[config.mk]
export PLATFORM = sky130hd
export DESIGN_NAME = sab_timing
export DESIGN_NICKNAME = d
export VERILOG_FILES = /design/src/sab_pkg.sv /design/src/sab_sync.sv /design/src/sab_timing.sv
export SDC_FILE = /design/constraint.sdc
export NUM_CORES = 1
export LEC_CHECK = 0
export BUFFER_PORTS_ARGS = -buffer_cell sky130_fd_sc_hd__buf_2
export CAP_MARGIN = 15
export CORE_MARGIN = 3
export CORE_UTILIZATION = 35
export CTS_BUF_LIST = sky130_fd_sc_hd__clkbuf_4
export DETAILED_ROUTE_END_ITERATION = 8
export GPL_TIMING_DRIVEN = 0
export PLACE_DENSITY = 0.53
export RECOVER_POWER = 100
export SETUP_SLACK_MARGIN = 0.5
export SYNTH_ARGS = -nofsm -noshare
export SYNTH_HDL_FRONTEND = slang
export SYNTH_SLANG_ARGS = --single-unit
export TNS_END_PERCENT = 50
[constraint.sdc]
create_clock -name clk -period 14.6 [get_ports clk]
set_input_delay 0.73 -clock clk [delete_from_list [all_inputs] [get_ports clk]]
set_output_delay 0.73 -clock clk [all_outputs]
set_load 0.005 [all_outputs]
[src/sab_pkg.sv]
// Package for the synchronous-rectifier adaptive blanking timer.
// Assumes a 40 MHz timing clock; all counts are in clock cycles.
package sab_pkg;
  localparam int unsigned SAB_CLK_MHZ = 40;
  localparam int unsigned SAB_CW = 12;
  // Times in nanoseconds as printed
  localparam int unsigned SAB_MIN_ON_FAST_NS = 360;
  localparam int unsigned SAB_MIN_ON_SLOW_NS = 540;
  localparam int unsigned SAB_FLOOR_NS = 400;
  localparam int unsigned SAB_CEIL_NS = 3680;
  // Least times round up, longest rounds down
  localparam int unsigned SAB_MIN_ON_FAST_CYC = (SAB_MIN_ON_FAST_NS * SAB_CLK_MHZ + 999) / 1000;
  localparam int unsigned SAB_MIN_ON_SLOW_CYC = (SAB_MIN_ON_SLOW_NS * SAB_CLK_MHZ + 999) / 1000;
  localparam int unsigned SAB_FLOOR_CYC = (SAB_FLOOR_NS * SAB_CLK_MHZ + 999) / 1000;
  localparam int unsigned SAB_CEIL_CYC = (SAB_CEIL_NS * SAB_CLK_MHZ) / 1000;
  // Scale factors in tenths
  localparam int unsigned SAB_OFF_SCALE_X10 = 7;
  localparam int unsigned SAB_RING_SCALE_X10 = 22;
  localparam logic [SAB_CW-1:0] SAB_CNT_MAX = 12'hFFF;

  typedef enum logic [3:0] {
    SAB_OFF_WAIT = 4'h1,
    SAB_BLANK = 4'h2,
    SAB_ARMED = 4'h4,
    SAB_ON = 4'h8
  } sab_state_t;
endpackage

[src/sab_sync.sv]
// Two-flop synchroniser for one comparator level.
// Assumes the input is asynchronous to clk.
`timescale 1ns/1ps
`default_nettype none
module sab_sync (
  input wire logic clk,
  input wire logic srst,
  input wire logic async_in,
  output logic sync_out
);
  typedef struct packed {
    logic meta;
    logic stable;
  } sab_sync_t;
  sab_sync_t r;
  sab_sync_t next_r;
  always_comb begin
    next_r.meta = async_in;
    next_r.stable = r.meta;
  end
  always_ff @(posedge clk) begin
    if (srst) begin
      r <= '0;
    end else begin
      r <= next_r;
    end
  end
  assign sync_out = r.stable;
endmodule
`default_nettype wire

[src/sab_timing.sv]
// Timing and sequencing core of a synchronous-rectifier controller.
// Assumes comparator outputs are asynchronous; undervoltage flag acts as reset.
//
// Summary of operation
// - Proportional drive off during first half-conduction.
// - Hold gate on for minimum on-time.
// - Blanking is max of floor, clamp, scaled off.
// - Off term is seventy percent previous off.
// - Short conduction is false; record ring period.
// - Next cycle clamp becomes 2.2 ring periods.
// - Long diode conduction in blanking resets clamp.
// - Blanking ending after diode conduction skips turn-on.
// - Blanking saturates at 3.68 us.
// - Turn-on only when armed after blanking.
// - Blanking starts after drain exceeds source 500mV.
// - Undervoltage disables control, gate held off.
// - Gate follows turn-on and turn-off thresholds.
`timescale 1ns/1ps
`default_nettype none
module sab_timing
  import sab_pkg::*;
#(
  parameter bit SLOW_VARIANT = 1'b0
) (
  input wire logic clk,
  input wire logic srst,
  input wire logic uv_flag,
  input wire logic below_turn_on_threshold,
  input wire logic above_turn_off_threshold,
  input wire logic drain_above_source,
  output logic gate_drive_out,
  output logic prop_drive_enable,
  output logic armed
);
  localparam logic [SAB_CW-1:0] MIN_ON = SLOW_VARIANT ? SAB_CW'(SAB_MIN_ON_SLOW_CYC)
                                                       : SAB_CW'(SAB_MIN_ON_FAST_CYC);
  localparam logic [SAB_CW-1:0] FLOOR = SAB_CW'(SAB_FLOOR_CYC);
  localparam logic [SAB_CW-1:0] CEIL = SAB_CW'(SAB_CEIL_CYC);

  typedef struct packed {
    sab_state_t st;
    logic [SAB_CW-1:0] on_cnt;
    logic [SAB_CW-1:0] off_cnt;
    logic [SAB_CW-1:0] blank_cnt;
    logic [SAB_CW-1:0] diode_cnt;
    logic [SAB_CW-1:0] prev_on;
    logic [SAB_CW-1:0] prev_off;
    logic [SAB_CW-1:0] clamp;
    logic [SAB_CW-1:0] blank_len;
    logic diode_seen;
    logic skip;
    logic gate;
    logic prop;
    logic arm;
  } sab_core_t;

  sab_core_t r;
  sab_core_t next_r;
  logic on_s;
  logic off_s;
  logic hi_s;
  logic uv_s;
  logic rst;

  // ----------------------------------------
  // Input synchronisers
  // ----------------------------------------
  sab_sync u_sync_on (
    .clk(clk),
    .srst(srst),
    .async_in(below_turn_on_threshold),
    .sync_out(on_s)
  );
  sab_sync u_sync_off (
    .clk(clk),
    .srst(srst),
    .async_in(above_turn_off_threshold),
    .sync_out(off_s)
  );
  sab_sync u_sync_hi (
    .clk(clk),
    .srst(srst),
    .async_in(drain_above_source),
    .sync_out(hi_s)
  );
  sab_sync u_sync_uv (
    .clk(clk),
    .srst(srst),
    .async_in(uv_flag),
    .sync_out(uv_s)
  );

  // Undervoltage comes from the analog side, so it is synchronised too;
  // the gate is forced off on the third clock edge after the flag rises.
  assign rst = srst | uv_s;

  // ----------------------------------------
  // Blanking length
  // ----------------------------------------
  function automatic logic [SAB_CW-1:0] sat_mul(input logic [SAB_CW-1:0] v,
                                                input int unsigned k10);
    logic [SAB_CW+5:0] p;
    p = (SAB_CW+6)'((int'(v) * int'(k10)) / 10);
    if (p > (SAB_CW+6)'(SAB_CNT_MAX)) begin
      sat_mul = SAB_CNT_MAX;
    end else begin
      sat_mul = p[SAB_CW-1:0];
    end
  endfunction

  function automatic logic [SAB_CW-1:0] calc_blank(input logic [SAB_CW-1:0] clamp,
                                                   input logic [SAB_CW-1:0] prev_off);
    logic [SAB_CW-1:0] b;
    logic [SAB_CW-1:0] o;
    o = sat_mul(prev_off, SAB_OFF_SCALE_X10);
    b = FLOOR;
    if (clamp > b) begin
      b = clamp;
    end
    if (o > b) begin
      b = o;
    end
    if (b > CEIL) begin
      b = CEIL;
    end
    calc_blank = b;
  endfunction

  function automatic logic [SAB_CW-1:0] inc(input logic [SAB_CW-1:0] v);
    inc = (v == SAB_CNT_MAX) ? v : v + 1'b1;
  endfunction

  // ----------------------------------------
  // Sequencer
  // ----------------------------------------
  always_comb begin
    next_r = r;
    next_r.off_cnt = inc(r.off_cnt);
    unique case (r.st)
      SAB_OFF_WAIT: begin
        if (hi_s) begin
          next_r.st = SAB_BLANK;
          next_r.blank_cnt = '0;
          next_r.diode_cnt = '0;
          next_r.diode_seen = 1'b0;
          next_r.skip = 1'b0;
          next_r.blank_len = calc_blank(r.clamp, r.prev_off);
        end
      end
      SAB_BLANK: begin
        next_r.blank_cnt = inc(r.blank_cnt);
        // Diode conduction during blanking seen as turn-on comparator
        if (on_s) begin
          next_r.diode_seen = 1'b1;
          next_r.diode_cnt = inc(r.diode_cnt);
          if (r.diode_cnt >= MIN_ON) begin
            next_r.clamp = FLOOR;
          end
        end
        if (r.blank_cnt + 1'b1 >= r.blank_len) begin
          next_r.st = SAB_ARMED;
          next_r.arm = ~(r.diode_seen | on_s);
          next_r.skip = r.diode_seen | on_s;
        end
      end
      SAB_ARMED: begin
        // Skipped cycle waits for drain to rise again
        if (r.skip) begin
          if (hi_s && !on_s) begin
            next_r.st = SAB_OFF_WAIT;
            next_r.prev_off = r.off_cnt;
          end
        end else if (r.arm && on_s) begin
          next_r.st = SAB_ON;
          next_r.gate = 1'b1;
          next_r.arm = 1'b0;
          next_r.on_cnt = '0;
          next_r.prop = 1'b0;
        end
      end
      SAB_ON: begin
        next_r.on_cnt = inc(r.on_cnt);
        next_r.prop = ({1'b0, r.on_cnt} >= ({1'b0, r.prev_on} >> 1));
        // Turn-off comparator ignored until the minimum on-time passes
        if (off_s && r.on_cnt >= MIN_ON) begin
          next_r.st = SAB_OFF_WAIT;
          next_r.gate = 1'b0;
          next_r.prop = 1'b0;
          if (r.on_cnt > MIN_ON) begin
            next_r.prev_on = r.on_cnt;
            // Off time ends at this turn-on, not at this turn-off
            next_r.prev_off = r.off_cnt - r.on_cnt;
            next_r.off_cnt = '0;
          end else begin
            // False turn-on: time since the genuine turn-off is the ring
            next_r.clamp = sat_mul(r.off_cnt - r.on_cnt, SAB_RING_SCALE_X10);
          end
        end
      end
      default: begin
        next_r.st = SAB_OFF_WAIT;
        next_r.gate = 1'b0;
      end
    endcase
  end

  // ----------------------------------------
  // State register
  // ----------------------------------------
  always_ff @(posedge clk) begin
    if (rst) begin
      r <= '{st: SAB_OFF_WAIT, clamp: FLOOR, default: '0};
    end else begin
      r <= next_r;
    end
  end

  // ----------------------------------------
  // Outputs
  // ----------------------------------------
  assign gate_drive_out = r.gate;
  assign prop_drive_enable = r.prop;
  assign armed = r.arm;
endmodule
`default_nettype wire
Yosys cells after proc, flatten, opt, wreduce, memory -nomap -nowiden
Index checks and enable logic that the tools add are counted.

Multiplexer cells: 50. Equality and inequality tests: 24. Order comparisons: 10. Divide/modulo/power cells: 2. Multiply operators: 2. Add/sub/neg operators: 5. Reduce and logical (&&, ||, !) cells: 22. Bitwise operators: 4.

Operator list (number): two-way mux 12 bit (26); one-hot mux 12 bit (2 select lines) (3); divider 32 x 5 -> 32 bit (second input constant) (2); adder 12 x 1 -> 12 bit (second input constant) (4); equality test 12 bit (second input constant) (4); two-way mux 24 bit (2); one-hot mux 24 bit (2 select lines) (1); greater-than comparator 18 x 12 -> 1 bit (second input constant) (2); greater-or-equal comparator 12 x 4 -> 1 bit (second input constant) (2); != test 2 bit (second input constant) (12); two-way mux 4 bit (5); multiplier 12 x 4 -> 16 bit (second input constant) (1); two-way mux 16 bit (1); one-hot mux 4 bit (4 select lines) (1); AND reduction 4 bit (4); multiplier 12 x 3 -> 15 bit (second input constant) (1); AND reduction 3 bit (5); AND reduction 5 bit (3); greater-or-equal comparator 12 x 11 -> 1 bit (1); greater-or-equal comparator 12 bit (1); greater-than comparator 12 bit (1); greater-than comparator 12 x 4 -> 1 bit (second input constant) (1); greater-than comparator 12 x 5 -> 1 bit (second input constant) (1); greater-than comparator 12 x 8 -> 1 bit (second input constant) (1); 20 further kinds (34).

Bits of input ports: 6. Bits in registers: 113.

Longest topological paths before layout
Word-level depth: 12. Depth in mapped cells: 62. Gate-level depth less buffers: 59.

Hierarchy
Synthesis repeated with hierarchy kept, for this count alone.

Cell total of the unflattened synthesis: 2186. Area, all modules: 15773.9 µm².

By module, submodules not included: sab_timing (area each 15563.7 µm², instances 1, cells each 2170); sab_sync (area each 52.6 µm², instances 4, cells each 4).

Worst setup path before layout
OpenSTA, ideal clock, no wires.

Path kind: register to register. Start: register r[77] (netlist bit). End: register r[17] (netlist bit). Buffers on the path: 8. Required time: 14.468 ns. Data arrival time: 13.291 ns. Clock period less this slack: 13.423 ns. Slack: 1.177 ns. Stages on the path, launching flop included: 61. Cells stage by stage: dfxtp_1 > inv_1 > ha_1 > inv_1 > fa_1 > a21o_1 > a21oi_1 > o21bai_1 > a21oi_1 > o21bai_1 > a21oi_1 > o21bai_1 > a21oi_1 > xnor2_1 > ha_1 > inv_1 > fa_1 > inv_1 > (+25 left out) > a32o_1 > or3_1 > buf_6 > and3_4 > or2_1 > buf_2 > a31oi_4 > o21ai_0 > xor2_1 > or3_1 > a2111o_1 > o311a_4 > nor4_4 > o21ai_1 > a221o_1 > and3_1 > a2111oi_2 > o211ai_1.

Cells in the longest elaborated chain, start to end: 8.

RTL lines: start, declared (RTL line sab_timing.sv:57) `sab_core_t r;`; start signal, assigned (RTL line sab_timing.sv:214) `r <= next_r;`; subtractor 12 bit (*) (RTL line sab_timing.sv:196) `next_r.clamp = sat_mul(r.off_cnt - r.on_cnt, SAB_RING_SCALE_X10);`; multiplier 12 x 4 -> 16 bit (*) (RTL line sab_timing.sv:103) `p = (SAB_CW+6)'((int'(v) * int'(k10)) / 10);`; divider 32 x 5 -> 32 bit (*) (RTL line sab_timing.sv:103); greater-than comparator 18 x 12 -> 1 bit (RTL line sab_timing.sv:104) `if (p > (SAB_CW+6)'(SAB_CNT_MAX)) begin`; two-way mux 12 bit (*) (RTL line sab_timing.sv:104); two-way mux 12 bit (*) (RTL line sab_timing.sv:189) `if (r.on_cnt > MIN_ON) begin`; two-way mux 24 bit (*) (RTL line sab_timing.sv:185) `if (off_s && r.on_cnt >= MIN_ON) begin`; one-hot mux 12 bit (2 select lines) (*) (RTL line sab_timing.sv:139) `unique case (r.st)`.

Mark *: on every way between the ends. The rest lies on a longest branch, timed or not. The select of a mux whose other input is x is not followed. A chain may end at the register's enable or synchronous reset.

Final worst setup path
Start: register r[90] (netlist bit). End: register r[17] (netlist bit).

Cells in the longest elaborated chain, start to end: 8.

RTL lines (RTL line): subtractor 12 bit (sab_timing.sv:196); multiplier 12 x 4 -> 16 bit (sab_timing.sv:103); divider 32 x 5 -> 32 bit (sab_timing.sv:103); greater-than comparator 18 x 12 -> 1 bit (sab_timing.sv:104); two-way mux 12 bit (sab_timing.sv:104); two-way mux 12 bit (sab_timing.sv:189); two-way mux 24 bit (sab_timing.sv:185); one-hot mux 12 bit (2 select lines) (sab_timing.sv:139).

Several ways; a longest one is shown, not always the timed one. The select of a mux whose other input is x is not followed.

==> results.md <==
- Req. time, crit path: 15.01 ns
- Top FF cell, synth: dfxtp_1
- DP Area: between 0.015 and 0.02 mm^2
- Setup CP Type: flip-flop to flip-flop
- # IOs: 9
- Clock-pin slew on the worst setup and hold paths: around 0.19 ns
- Maxcap violations: 0
- Post-route antenna net violation count: 0
- Register area share after synthesis: 0.143
- CTS H-tree lvls: 3
- Largest Register: r
- Syn Inst Count: 2153
- GRT overflow: 0
- Vias: between 15000 and 20000
- Layout cells sized above 1: 0.219
- Final instance area: 0.0196 mm^2
- Initial Util: 0.359
- Die area: 0.0475 mm^2
- Highest clock rate: between 0.07 and 0.08 GHz
- Crit path time final: 13.83 ns
- Wire per inst: 18.0 um
- Area growth syn-to-layout: 24.5%
- Die Ht: around 220 um
- Flop-to-flop setup slack: 0.77 ns
- Worst R2R End: r[17]
- Max clock buf depth: 2
- Crit-path max cell delay: around 0.54 ns
- Die span in x: 218 um
- Number of global-route vias before repair: 15400
- Max reg flops: about 100
- Skew-Pair Late Insertion Delay: ~0.50 ns
- Levels on crit path: 62
- Via density: 5.99
- PortBufs: 8
- Largest net degree at the start of global routing: 22
- GP Congestion: around 0.90
- Slew HR: 0.0927
- Fin Clk Skew: between 0.02 and 0.025 ns
- Synth cell count leaders: nor2_1, a21oi_1, nand2_1
- Root buf cell: clkbuf_4
- Outcome: complete, no violations
- 1st-iter DRT viols: 1259
- Ys async rst share: 0
- Max FO, Critical Path: 10
- CORE AREA: ~0.044 mm^2
- CP endpoint kind: flip-flop
- Worst hold path type: primary input to flip-flop
- Critical-path top delay cell: or4_4
- CP Launch Type: flip-flop
- End of the critical path: r[17]
- FP Rows: 76
- Most numerous cell in the Yosys netlist: nor2_1
- Measured slew at the worst slew-check pin: 1.35 ns
- Global-route wire length before repair: roughly 80000 um
- Post-route DRC: 0
- Number of synthesis warnings: 0
- Final #Nets: roughly 2400
- Total GRT Usage: 0.200
- Syn Nets: approximately 2300
- Final setup vio count: 0
- TritonRoute pass-1 iters: 5
- Critical path data arrival time: ~14 ns
- Cts bufs inserted: 9
- Avg Inst Size Synth: 7.30 um^2
- Core Util, Final: 0.447
- RSZ-0062 raised after global routing: false
- Post-route clock period utilization: 0.947
- Top Family by Delay on Critical Path: compound AO/OA/AOI/OAI gates
- Number of synthesized register bits: between 100 and 150
- Worst flop-to-flop path startpoint: r[90]
- Inserted Diodes: 0
- CTS tree: built
- Initial antenna violation count: 0
- CP bufs+invs: 12
- Final wirelength: slightly above 50000 um
- Max-slew violations: 0
- Yosys top cell area share: 0.143
- Final hold violations: 0
- R2R depth: between 60 and 70
- Synth area leaders: dfxtp_1, ha_1, nor2_1
- Post-Syn Area: ~0.016 mm^2
- EDFF count, synth: 0
- Post-DP HPWL: just under 40000 um
- CTS Hold Buffers Added: 0
- # clock sinks: 112
- Leading area contributor after synthesis: dfxtp_1
- Post-synth cell types: 115
- Critical Path Start: r[90]
## worst min path at each step
stage               slack, ns                  end  cells past startpoint                     from
CTS                      0.39  u_sync_on.next_r[0]                      2  below_turn_on_threshold
global placement         0.42   u_sync_hi.sync_out                      1      u_sync_hi.next_r[0]
finish                   0.42  u_sync_on.next_r[0]                      2  below_turn_on_threshold
floorplan                0.41   u_sync_hi.sync_out                      1      u_sync_hi.next_r[0]
detailed placement       0.43   u_sync_uv.sync_out                      1      u_sync_uv.next_r[0]
global route             0.38  u_sync_on.next_r[0]                      2  below_turn_on_threshold
## logic make-up after synthesis
family / after synthesis / share of synthesized area
adder cells (fa/ha/maj): 123 / 0.108
AO/OA/AOI/OAI: 732 / 0.328
AND/OR/NAND/NOR: 790 / 0.254
XOR/XNOR: 137 / 0.0804
flip-flops: 112 / 0.143
multiplexers: 53 / 0.0354
buffers and inverters: 206 / 0.0521
## cell type report
cell class,count,area [um^2]
multi-input cells,1837,14600
clock buffers,9,67.6
fillers,4450,24200
inverters,118,448
repair buffers,128,971
clock inverters,7,67.6
flip-flops and latches,112,2270
plain buffers,88,453
well taps,585,732
## through the flow
step | instances | hold WS (ns) | setup TNS (ns) | setup slack, ns
finish | 2884 | 0.417 | 0 | 0.768
global route | 2884 | 0.383 | 0 | 0.0882
CTS | 2790 | 0.385 | 0 | 0.487
detailed placement | 2749 | 0.428 | -21.61 | -2.40
global placement | 2746 | 0.425 | -23.24 | -2.36
floorplan | 2153 | 0.414 | 0 | 1.18
## cell usage in the layout (no fill, tap or decap), drive strengths merged, types with 14 or more instances in the layout
cell type and n:
a211oi 36, a21o 33, a21oi 167, a22oi 14
a311oi 15, a31oi 30, and2 24, and3 31
buf 151, clkbuf 74, dfxtp 112, fa 21
ha 100, inv 122, mux2i 42, nand2 140
nand2b 31, nand3 67, nand4 28, nor2 244
nor2b 28, nor3 70, nor4 25, o211a 17
o211ai 41, o21a 20, o21ai 147, o21bai 18
o22ai 15, o31ai 19, or2 20, or3 32
xnor2 86, xor2 50
## what timing repair did
item                       CTS  global route
buffers inserted            25            88
cloned                       0             4
pin swaps                   25            94
resized for setup          150           276
hold endpoints to repair     0             0
setup endpoints to repair   12            12
## per-layer routing
metal	up-vias	share of wire	global-route usage
met5	-	0	0
met4	0	0.016	0.0439
met3	64	0.046	0.0191
met2	483	0.46	0.323
met1	8343	0.48	0.288
li1	8395	-	-
Power is left out: the tool's default activity adds up to more than one toggle a clock period on the data nets, which glitch-free logic cannot reach.
